--- config.mk ---
export PLATFORM = sky130hd
export DESIGN_NAME = mec_classifier
export DESIGN_NICKNAME = d
export VERILOG_FILES = /design/src/logic/mec_pkg.sv /design/src/logic/mec_gap_timer.sv /design/src/logic/mec_classifier.sv
export SDC_FILE = /design/constraint.sdc
export NUM_CORES = 1
export LEC_CHECK = 0
export ABC_AREA = 1
export ABC_CLOCK_PERIOD_IN_PS = 1700
export BUFFER_PORTS_ARGS = -buffer_cell sky130_fd_sc_hd__buf_2
export CORE_ASPECT_RATIO = 0.6
export CORE_MARGIN = 2
export CORE_UTILIZATION = 40
export DETAILED_ROUTE_END_ITERATION = 7
export HOLD_SLACK_MARGIN = 0.15
export PLACE_DENSITY = 0.68
export SLEW_MARGIN = 20
export SYNTH_ARGS = -nofsm -noshare
export SYNTH_HDL_FRONTEND = slang
export SYNTH_SLANG_ARGS = --single-unit
export TNS_END_PERCENT = 1
--- constraint.sdc ---
create_clock -name i_clk -period 1.7 [get_ports i_clk]
set_clock_uncertainty 0.1 [all_clocks]
set_input_delay 0.255 -clock i_clk [delete_from_list [all_inputs] [get_ports i_clk]]
set_output_delay 0.255 -clock i_clk [all_outputs]
set_load 0.01 [all_outputs]
--- src/logic/mec_pkg.sv ---
`default_nettype none
package mec_pkg;
	// ----------------------------------------------------------------
	// Timing
	// ----------------------------------------------------------------
	localparam int CLK_MHZ = 250;
	localparam int GAP_MIN_US = 4;
	localparam int GAP_W = 10;
	localparam logic [GAP_W-1:0] GAP_CYCLES = GAP_W'(GAP_MIN_US * CLK_MHZ);

	// ----------------------------------------------------------------
	// Bus word fields
	// ----------------------------------------------------------------
	localparam int ADDR_HI = 15;
	localparam int ADDR_LO = 11;
	localparam int TR_BIT = 10;
	localparam int SA_HI = 9;
	localparam int SA_LO = 5;
	localparam int WC_HI = 4;
	localparam int WC_LO = 0;
	localparam int MC_HIGH_BIT = 4;
	localparam int SW_BUSY_BIT = 3;
	localparam logic [4:0] BCAST_ADDR = 5'h1F;
	localparam logic [4:0] SA_MODE_LO = 5'h00;
	localparam logic [4:0] SA_MODE_HI = 5'h1F;
	localparam logic [4:0] MC_NB_A = 5'h00;
	localparam logic [4:0] MC_NB_B = 5'h02;
	localparam logic [4:0] MC_NB_C = 5'h10;
	localparam logic [4:0] MC_NB_D = 5'h12;
	localparam logic [4:0] MC_NB_E = 5'h13;
	localparam logic [4:0] WC_ZERO = 5'h00;
	localparam logic [5:0] WC_FULL = 6'h20;
	localparam logic [5:0] WC_ONE = 6'h01;
	localparam logic [5:0] WC_NONE = 6'h00;

	// ----------------------------------------------------------------
	// Word roles reported by the decoder
	// ----------------------------------------------------------------
	localparam logic [1:0] ROLE_CMD = 2'h0;
	localparam logic [1:0] ROLE_STATUS = 2'h1;
	localparam logic [1:0] ROLE_DATA = 2'h2;

	// ----------------------------------------------------------------
	// Message status word layout
	// ----------------------------------------------------------------
	localparam int FLG_WC = 5;
	localparam int FLG_SYNC = 4;
	localparam int FLG_WORD = 3;
	localparam int FLG_PAIR = 2;
	localparam int FLG_SECOND = 1;
	localparam int FLG_CONTENT = 0;
	localparam int STS_RT_PAIR = 11;

	// ----------------------------------------------------------------
	// Register map
	// ----------------------------------------------------------------
	localparam int ADR_W = 8;
	localparam logic [7:0] ADR_CFG = 8'h00;
	localparam logic [7:0] ADR_MSG_STATUS = 8'h04;
	localparam logic [7:0] ADR_IRQ_STATUS = 8'h08;
	localparam logic [7:0] ADR_IRQ_MASK = 8'h0C;
	localparam int CFG_EXT_BIT = 0;
	localparam int CFG_GAP_BIT = 12;
	localparam int IRQ_DONE_BIT = 0;
	localparam int IRQ_ERR_BIT = 1;
endpackage : mec_pkg
`default_nettype wire

--- src/logic/mec_gap_timer.sv ---
`timescale 1ns/100ps
`default_nettype none
module mec_gap_timer (
	input wire logic i_clk,
	input wire logic i_rst,
	input wire logic i_parity_mid,
	input wire logic i_sync_mid,
	output logic o_short
);
	logic [mec_pkg::GAP_W-1:0] cnt;
	logic running;

	// ----------------------------------------------------------------
	// Response time counter
	// ----------------------------------------------------------------
	// The counter saturates so a long idle bus never wraps into a false short gap.
	always_ff @(posedge i_clk) begin
		if (i_rst) begin
			cnt <= '0;
			running <= 1'b0;
		end else if (i_parity_mid) begin
			cnt <= '0;
			running <= 1'b1;
		end else if (i_sync_mid) begin
			running <= 1'b0;
		end else if (running && cnt != mec_pkg::GAP_CYCLES) begin
			cnt <= cnt + 1'b1;
		end
	end

	always_ff @(posedge i_clk) begin
		if (i_rst) begin
			o_short <= 1'b0;
		end else if (i_sync_mid) begin
			o_short <= running && (cnt < mec_pkg::GAP_CYCLES);
		end
	end

	a_gap_short_seen: assert property (@(posedge i_clk) disable iff (i_rst)
		i_sync_mid && running && cnt < mec_pkg::GAP_CYCLES |=> o_short)
		else $error("short response gap not reported");
endmodule : mec_gap_timer
`default_nettype wire

--- src/logic/mec_classifier.sv ---
`timescale 1ns/100ps
`default_nettype none
module mec_classifier (
	input wire logic i_clk,
	input wire logic i_rst,
	input wire logic i_wb_cyc,
	input wire logic i_wb_stb,
	input wire logic i_wb_we,
	input wire logic [7:0] i_wb_adr,
	input wire logic [3:0] i_wb_sel,
	input wire logic [31:0] i_wb_dat,
	output logic [31:0] o_wb_dat,
	output logic o_wb_ack,
	input wire logic i_word_valid,
	input wire logic [15:0] i_word_data,
	input wire logic [1:0] i_word_role,
	input wire logic i_word_cmd_sync,
	input wire logic i_word_invalid,
	input wire logic i_parity_mid,
	input wire logic i_sync_mid,
	input wire logic i_resp_timeout,
	input wire logic i_msg_end,
	output logic [15:0] o_msg_status,
	output logic o_irq
);
	typedef enum logic {MEC_IDLE, MEC_ACTIVE} mec_state_t;

	mec_state_t state;
	logic [5:0] flags;
	logic [5:0] next_flags;
	logic [15:0] cmd1;
	logic [15:0] cmd2;
	logic [1:0] ncmd;
	logic [1:0] nstat;
	logic [5:0] ndata;
	logic busy_seen;
	logic timeout_seen;
	logic cfg_ext;
	logic cfg_gap;
	logic [1:0] irq_stat;
	logic [1:0] irq_mask;
	logic gap_short;
	logic start;
	logic in_msg;
	logic pair;
	logic ending;
	logic wc_bad;
	logic [15:0] next_status;
	logic wb_req;
	logic [1:0] irq_set;

	// ----------------------------------------------------------------
	// Field helpers
	// ----------------------------------------------------------------
	function automatic logic f_is_mode(input logic [4:0] sa);
		f_is_mode = (sa == mec_pkg::SA_MODE_LO) || (sa == mec_pkg::SA_MODE_HI);
	endfunction : f_is_mode

	function automatic logic f_content_bad(input logic [15:0] w);
		logic bc;
		logic tx;
		logic md;
		logic [4:0] mc;
		bc = w[mec_pkg::ADDR_HI:mec_pkg::ADDR_LO] == mec_pkg::BCAST_ADDR;
		tx = w[mec_pkg::TR_BIT];
		md = f_is_mode(w[mec_pkg::SA_HI:mec_pkg::SA_LO]);
		mc = w[mec_pkg::WC_HI:mec_pkg::WC_LO];
		f_content_bad = (bc && tx && !md)
			|| (!tx && md && !mc[mec_pkg::MC_HIGH_BIT])
			|| (bc && tx && md && (mc == mec_pkg::MC_NB_A || mc == mec_pkg::MC_NB_B
			|| mc == mec_pkg::MC_NB_C || mc == mec_pkg::MC_NB_D
			|| mc == mec_pkg::MC_NB_E));
	endfunction : f_content_bad

	function automatic logic [5:0] f_expect(input logic [15:0] w);
		logic [4:0] wc;
		wc = w[mec_pkg::WC_HI:mec_pkg::WC_LO];
		if (f_is_mode(w[mec_pkg::SA_HI:mec_pkg::SA_LO])) begin
			f_expect = wc[mec_pkg::MC_HIGH_BIT] ? mec_pkg::WC_ONE : mec_pkg::WC_NONE;
		end else if (wc == mec_pkg::WC_ZERO) begin
			f_expect = mec_pkg::WC_FULL;
		end else begin
			f_expect = {1'b0, wc};
		end
	endfunction : f_expect

	function automatic logic [4:0] f_addr(input logic [15:0] w);
		f_addr = w[mec_pkg::ADDR_HI:mec_pkg::ADDR_LO];
	endfunction : f_addr

	// ----------------------------------------------------------------
	// Response gap measurement
	// ----------------------------------------------------------------
	mec_gap_timer u_gap (
		.i_clk(i_clk),
		.i_rst(i_rst),
		.i_parity_mid(i_parity_mid),
		.i_sync_mid(i_sync_mid),
		.o_short(gap_short)
	);

	// ----------------------------------------------------------------
	// Message framing
	// ----------------------------------------------------------------
	assign start = i_word_valid && state == MEC_IDLE && i_word_role == mec_pkg::ROLE_CMD;
	assign in_msg = i_word_valid && (start || state == MEC_ACTIVE);
	assign pair = ncmd == 2'h2;
	assign ending = i_msg_end && state == MEC_ACTIVE;

	always_ff @(posedge i_clk) begin
		if (i_rst) begin
			state <= MEC_IDLE;
		end else begin
			case (state)
				MEC_IDLE: begin
					if (start) begin
						state <= MEC_ACTIVE;
					end
				end
				MEC_ACTIVE: begin
					if (i_msg_end) begin
						state <= MEC_IDLE;
					end
				end
				default: begin
					state <= MEC_IDLE;
				end
			endcase
		end
	end

	// ----------------------------------------------------------------
	// Per-word classification
	// ----------------------------------------------------------------
	always_comb begin
		next_flags = start ? 6'h00 : flags;
		if (in_msg) begin
			if ((i_word_role == mec_pkg::ROLE_CMD && !i_word_cmd_sync)
				|| (i_word_role == mec_pkg::ROLE_DATA && i_word_cmd_sync)
				|| (i_word_role == mec_pkg::ROLE_STATUS && !i_word_cmd_sync)) begin
				next_flags[mec_pkg::FLG_SYNC] = 1'b1;
			end
			if (i_word_invalid) begin
				next_flags[mec_pkg::FLG_WORD] = 1'b1;
			end
			if (cfg_ext) begin
				if (i_word_role == mec_pkg::ROLE_CMD && f_content_bad(i_word_data)) begin
					next_flags[mec_pkg::FLG_CONTENT] = 1'b1;
				end
				// Only a command that directly follows the first one makes a pair.
				if (i_word_role == mec_pkg::ROLE_CMD && !start && ncmd == 2'h1
					&& nstat == 2'h0 && ndata == 6'h00) begin
					if (!i_word_data[mec_pkg::TR_BIT]
						|| f_is_mode(i_word_data[mec_pkg::SA_HI:mec_pkg::SA_LO])
						|| f_addr(i_word_data) == f_addr(cmd1)) begin
						next_flags[mec_pkg::FLG_SECOND] = 1'b1;
					end
				end
				if (i_word_role == mec_pkg::ROLE_STATUS && pair) begin
					if (cfg_gap && gap_short) begin
						next_flags[mec_pkg::FLG_PAIR] = 1'b1;
					end
					if (i_word_invalid || !i_word_cmd_sync) begin
						next_flags[mec_pkg::FLG_PAIR] = 1'b1;
					end
					// The transmitter answers first, then the receiver.
					if (f_addr(i_word_data) != f_addr(nstat == 2'h0 ? cmd2 : cmd1)) begin
						next_flags[mec_pkg::FLG_PAIR] = 1'b1;
					end
				end
			end
		end
	end

	always_ff @(posedge i_clk) begin
		if (i_rst) begin
			flags <= 6'h00;
		end else begin
			flags <= next_flags;
		end
	end

	// ----------------------------------------------------------------
	// Message context
	// ----------------------------------------------------------------
	always_ff @(posedge i_clk) begin
		if (i_rst) begin
			cmd1 <= 16'h0000;
			cmd2 <= 16'h0000;
			ncmd <= 2'h0;
			nstat <= 2'h0;
			ndata <= 6'h00;
			busy_seen <= 1'b0;
			timeout_seen <= 1'b0;
		end else if (start) begin
			cmd1 <= i_word_data;
			ncmd <= 2'h1;
			nstat <= 2'h0;
			ndata <= 6'h00;
			busy_seen <= 1'b0;
			timeout_seen <= 1'b0;
		end else if (state == MEC_ACTIVE) begin
			if (i_resp_timeout) begin
				timeout_seen <= 1'b1;
			end
			if (in_msg && i_word_role == mec_pkg::ROLE_CMD && ncmd == 2'h1
				&& nstat == 2'h0 && ndata == 6'h00) begin
				cmd2 <= i_word_data;
				ncmd <= 2'h2;
			end
			if (in_msg && i_word_role == mec_pkg::ROLE_STATUS) begin
				if (nstat != 2'h3) begin
					nstat <= nstat + 2'h1;
				end
				if (i_word_data[mec_pkg::SW_BUSY_BIT]) begin
					busy_seen <= 1'b1;
				end
			end
			if (in_msg && i_word_role == mec_pkg::ROLE_DATA && ndata != 6'h3F) begin
				ndata <= ndata + 6'h01;
			end
		end
	end

	// ----------------------------------------------------------------
	// Stored status word
	// ----------------------------------------------------------------
	always_comb begin
		wc_bad = ndata != f_expect(cmd1)
			&& !busy_seen
			&& !(timeout_seen && (pair ? cmd2[mec_pkg::TR_BIT] : cmd1[mec_pkg::TR_BIT]));
		next_status = 16'h0000;
		next_status[5:0] = flags;
		next_status[mec_pkg::FLG_WC] = wc_bad;
		next_status[mec_pkg::STS_RT_PAIR] = pair;
	end

	always_ff @(posedge i_clk) begin
		if (i_rst) begin
			o_msg_status <= 16'h0000;
		end else if (ending) begin
			o_msg_status <= next_status;
		end
	end

	// ----------------------------------------------------------------
	// Register bus
	// ----------------------------------------------------------------
	// Every request is answered one cycle later, unmapped ones with zero data.
	assign wb_req = i_wb_cyc && i_wb_stb && !o_wb_ack;

	always_ff @(posedge i_clk) begin
		if (i_rst) begin
			o_wb_ack <= 1'b0;
		end else begin
			o_wb_ack <= wb_req;
		end
	end

	always_ff @(posedge i_clk) begin
		if (i_rst) begin
			o_wb_dat <= 32'h00000000;
		end else if (wb_req && !i_wb_we) begin
			o_wb_dat <= 32'h00000000;
			case (i_wb_adr)
				mec_pkg::ADR_CFG: begin
					o_wb_dat[mec_pkg::CFG_EXT_BIT] <= cfg_ext;
					o_wb_dat[mec_pkg::CFG_GAP_BIT] <= cfg_gap;
				end
				mec_pkg::ADR_MSG_STATUS: begin
					o_wb_dat[15:0] <= o_msg_status;
				end
				mec_pkg::ADR_IRQ_STATUS: begin
					o_wb_dat[1:0] <= irq_stat;
				end
				mec_pkg::ADR_IRQ_MASK: begin
					o_wb_dat[1:0] <= irq_mask;
				end
				default: begin
					o_wb_dat <= 32'h00000000;
				end
			endcase
		end
	end

	always_ff @(posedge i_clk) begin
		if (i_rst) begin
			cfg_ext <= 1'b0;
			cfg_gap <= 1'b0;
			irq_mask <= 2'h0;
		end else if (wb_req && i_wb_we) begin
			if (i_wb_adr == mec_pkg::ADR_CFG && i_wb_sel[0]) begin
				cfg_ext <= i_wb_dat[mec_pkg::CFG_EXT_BIT];
			end
			if (i_wb_adr == mec_pkg::ADR_CFG && i_wb_sel[1]) begin
				cfg_gap <= i_wb_dat[mec_pkg::CFG_GAP_BIT];
			end
			if (i_wb_adr == mec_pkg::ADR_IRQ_MASK && i_wb_sel[0]) begin
				irq_mask <= i_wb_dat[1:0];
			end
		end
	end

	// ----------------------------------------------------------------
	// Interrupts
	// ----------------------------------------------------------------
	always_comb begin
		irq_set = 2'h0;
		irq_set[mec_pkg::IRQ_DONE_BIT] = ending;
		irq_set[mec_pkg::IRQ_ERR_BIT] = ending && (next_status[5:0] != 6'h00);
	end

	// A new event in the cycle of the clearing read stays pending.
	always_ff @(posedge i_clk) begin
		if (i_rst) begin
			irq_stat <= 2'h0;
		end else if (wb_req && !i_wb_we && i_wb_adr == mec_pkg::ADR_IRQ_STATUS) begin
			irq_stat <= irq_set;
		end else begin
			irq_stat <= irq_stat | irq_set;
		end
	end

	always_ff @(posedge i_clk) begin
		if (i_rst) begin
			o_irq <= 1'b0;
		end else begin
			o_irq <= |(irq_stat & irq_mask);
		end
	end

	// ----------------------------------------------------------------
	// Checks
	// ----------------------------------------------------------------
	a_start_clears_pair: assert property (@(posedge i_clk) disable iff (i_rst)
		start |=> !flags[mec_pkg::FLG_PAIR] && !flags[mec_pkg::FLG_SECOND])
		else $error("pair flags survived message start");

	a_end_stores_flags: assert property (@(posedge i_clk) disable iff (i_rst)
		ending |=> o_msg_status[4:0] == $past(flags[4:0]))
		else $error("stored status differs from running flags");

	a_ext_gates_flags: assert property (@(posedge i_clk) disable iff (i_rst)
		!cfg_ext && !start |=> flags[2:0] == $past(flags[2:0]))
		else $error("extended flags changed while disabled");

	a_invalid_word: assert property (@(posedge i_clk) disable iff (i_rst)
		in_msg && i_word_invalid |=> flags[mec_pkg::FLG_WORD])
		else $error("invalid word not flagged");

	a_data_sync_kind: assert property (@(posedge i_clk) disable iff (i_rst)
		in_msg && i_word_role == mec_pkg::ROLE_DATA && i_word_cmd_sync
		|=> flags[mec_pkg::FLG_SYNC])
		else $error("data word with command sync not flagged");

	a_second_cmd_rx: assert property (@(posedge i_clk) disable iff (i_rst)
		in_msg && cfg_ext && !start && i_word_role == mec_pkg::ROLE_CMD && ncmd == 2'h1
		&& nstat == 2'h0 && ndata == 6'h00 && !i_word_data[mec_pkg::TR_BIT]
		|=> flags[mec_pkg::FLG_SECOND])
		else $error("receive second command not flagged");

	a_bcast_tx_data: assert property (@(posedge i_clk) disable iff (i_rst)
		in_msg && cfg_ext && i_word_role == mec_pkg::ROLE_CMD
		&& f_addr(i_word_data) == mec_pkg::BCAST_ADDR && i_word_data[mec_pkg::TR_BIT]
		&& !f_is_mode(i_word_data[mec_pkg::SA_HI:mec_pkg::SA_LO])
		|=> flags[mec_pkg::FLG_CONTENT])
		else $error("broadcast transmit command not flagged");

	a_rt_pair_mark: assert property (@(posedge i_clk) disable iff (i_rst)
		ending && pair |=> o_msg_status[mec_pkg::STS_RT_PAIR])
		else $error("RT pair message not marked");

	a_busy_no_count: assert property (@(posedge i_clk) disable iff (i_rst)
		ending && busy_seen |=> !o_msg_status[mec_pkg::FLG_WC])
		else $error("count mismatch flagged despite busy");

	a_irq_follows: assert property (@(posedge i_clk) disable iff (i_rst)
		ending && irq_mask[mec_pkg::IRQ_DONE_BIT] |=> ##1 o_irq)
		else $error("interrupt did not follow message end");
endmodule : mec_classifier
`default_nettype wire

==> flow_summary.toml <==
[outcome]
status = "complete, but fails checks"
violations = "setup timing"

[die]
die_h_um = 80.4
num_io_pins = 124
core_area_um2 = 9320
start_util_pct = 41.8
die_w_um = 131
num_rows = 27
die-area_um2 = 10600

[route]
drt_iter0_drc = 242
drc = 0
wl_per_cell_um = 12.7
routed-wl-met3_um = 459
dr_wl_met2_mm = 4.71
ant_nets = 0
via_count = 3842
totalWireLength_mm = 10.1
met1Wirelength_mm = 4.81
avgViaCountPerCell = 4.84
first_pass_iters = 5
highest_layer = "met4"

[clocking]
cts_tree = "yes"
cts.sink_count = 75
clk_path_buf_depth = 2
ctsHtreeMaxLevel = 3
worstSkewPairLatency_ps = 330
clockRootBuffer = "clkbuf_16"
clk_pin_slew_worst_paths_ps = 60
cts_buffers = 9

[placed_design]
portBuffers = 59
hpwlAfterDp_mm = 7.36
pre_cts_slack_ps = -53.5
globalplace.congestion = 0.860

[hold_path]
min_path_type = "in -> reg"
hold_path_end = "o_wb_ack"
hold_start = "i_wb_stb"
hold_depth = 5

[sta]
setup_viol = 5
rsz0062_at_grt = "true"
setup_slack_ps = -22.9
hold_viol = 0
hold_ws_ps = 176
finalCriticalPeriod_ps = 1720
fmax_ghz = 0.580
period_share_pct = 101
slew_violations = 0

[critical_path]
critPathCaptureType = "flop"
critPathSlowestCell = "dfxtp_4"
critPathMaxStageDelay_ps = 360
cp_top_family = "simple AND/OR/NAND/NOR gates"
path_buf_inv = 2
start_kind = "flop"
worstPathArrival_ps = 1890
critical_path_class = "reg -> reg"
r2r-start = "ndata[0]"
crit_chain = "inv_4, ha_4, nand4_1, or2_1, nor3_2, buf_4, o21ai_2, a21oi_2"
critPathRequiredTime_ps = 1870
reg2reg_to = "cmd2[12]"
rrSetupSlack_ps = -20
rr_worst_depth = 8
cp_max_fo = 5

[final_layout]
n_antenna_cell = 0
final_common_cell = "nand2_1"
fillerInstances = 866
fin_nets = 738
drive_gt1_share_pct = 21.6
mostFrequentLayoutCells = "84 x nand2_1, 72 x dfxtp_1, 69 x inv_1, 59 x buf_2, 52 x nor2_1"
synthToLayoutAreaGrowth_pct = 30.1

[global_routing]
antenna_found_initial = 0
grt_pass1_wl_mm = 15.8
grt_max_degree = 23
grt_pass1_vias = 3486
gr-total-overflow = 0
grtUsageTotal_pct = 18.6

[logic_synthesis]
ys_seq_area_share_pct = 38.5
syn_inst = 549
ys_ff_latch = 75
synth_warnings = 0
syn_avg_cell_area_um2 = 7.09
netlist_area_um2 = 3890
synth_cell_types = 40

[power]
vdd_ir_drop_max_v = 0.000498
power_density_nw_per_um2 = 889
p_leak_nw = 2.23

[flow_run]
cap_violations = 0
metrics by stage:
step	cell area (µm²)	TNS [ps]	utilization (%)	std cells	total power, mW
2_1_floorplan	4020	0	-	581	2.17
5_1_grt	5070	-633	54.4	793	4.67
4_1_cts	4950	-21.3	53.1	789	4.53
6_report	5070	-71.8	54.4	793	4.51
3_3_place_gp	4390	0	47.0	752	2.28
3_5_place_dp	4390	-144	47.0	752	2.30
worst max path at each step:
stage	depth (start not counted)	slack [ps]	from	end
after detailed placement	9	-50	nstat[0]	flags[2]
after floorplan	9	90	nstat[0]	flags[2]
after global placement	8	20	ndata[1]	cmd2[10]
final	8	-20	ndata[0]	cmd2[12]
after CTS	8	-20	ndata[1]	cmd2[10]
after global routing	8	-120	ndata[0]	cmd2[12]
cells in the mapped netlist (all sizes together):
cell type	n	area, µm²
a211oi	2	15.0
a21boi	2	15.0
a21oi	55	302
buf	36	267
clkbuf	12	45.0
clkinv	1	3.75
conb	1	3.75
dfxtp	75	1500
ha	6	75.1
inv	76	285
nand2	85	319
nand3	28	140
nand3b	1	7.51
nand4	13	81.3
nor2	57	226
nor3	11	65.1
nor3b	3	22.5
nor4	9	56.3
o2111ai	2	17.5
o211a	1	10.0
o211ai	3	22.5
o21a	1	7.51
o21ai	50	250
o21bai	1	7.51
o31ai	1	7.51
o32ai	2	17.5
or2	2	12.5
or3	1	6.26
xnor2	3	26.3
xor2	9	78.8
cells by family after synthesis:
kind of cell | Yosys count | share of synthesized area (%)
fa+ha+maj | 6 | 1.93
other cells | 1 | 0.0963
flops | 75 | 38.5
buf+inv | 125 | 15.4
simple gates | 210 | 24.1
compound gates | 120 | 17.3
xor+xnor | 12 | 2.70
worst min-delay path, stage by stage:
cell	delay, ps
buf_2	90
nand2_1	40
nor2_1	50
inv_1	80
nor2_1	40
power breakdown:
part | internal (mW) | switching, mW | leakage (nW)
Combinational | 0.199 | 0.290 | 1.45
Sequential | 1.80 | 0.0308 | 0.610
Clock | 1.47 | 0.718 | 0.169
Total | 3.47 | 1.04 | 2.23
registers in the layout (all words and copies together), names as in the netlist, 2 cells and up:
register,cells
nstat,2
irq_mask,2
cmd2,6
flags,5
u_gap.cnt,10
ncmd,2
ndata,6
o_msg_status,7
irq_stat,2
o_wb_dat,8
cmd1,16
layout make-up:
cell class / instances / area, µm² / area share, %
inverters: 77 / 294 / 5.80
clock buffers: 11 / 243 / 4.79
multi-input cells: 381 / 1990 / 39.3
clock inverters: 5 / 100 / 1.97
repair buffers: 114 / 768 / 15.2
well taps: 130 / 163 / 3.21
flip-flops and latches: 75 / 1510 / 29.8
metal layers:
layer | GRT usage, % | vias to the layer above
met5 | 0 | -
met4 | 5.00 | 0
met3 | 4.67 | 9
met2 | 31.3 | 97
met1 | 23.9 | 1781
li1 | - | 1955
repair_timing:
item                       CTS  global route
gates resized for setup      3            32
hold buffers                21             0
hold endpoints to repair    28             0
cloned                       0             1
setup endpoints to repair    7            22
setup buffers                0             3
pin swaps                    0             6
(Power assumes the default switching activity.)
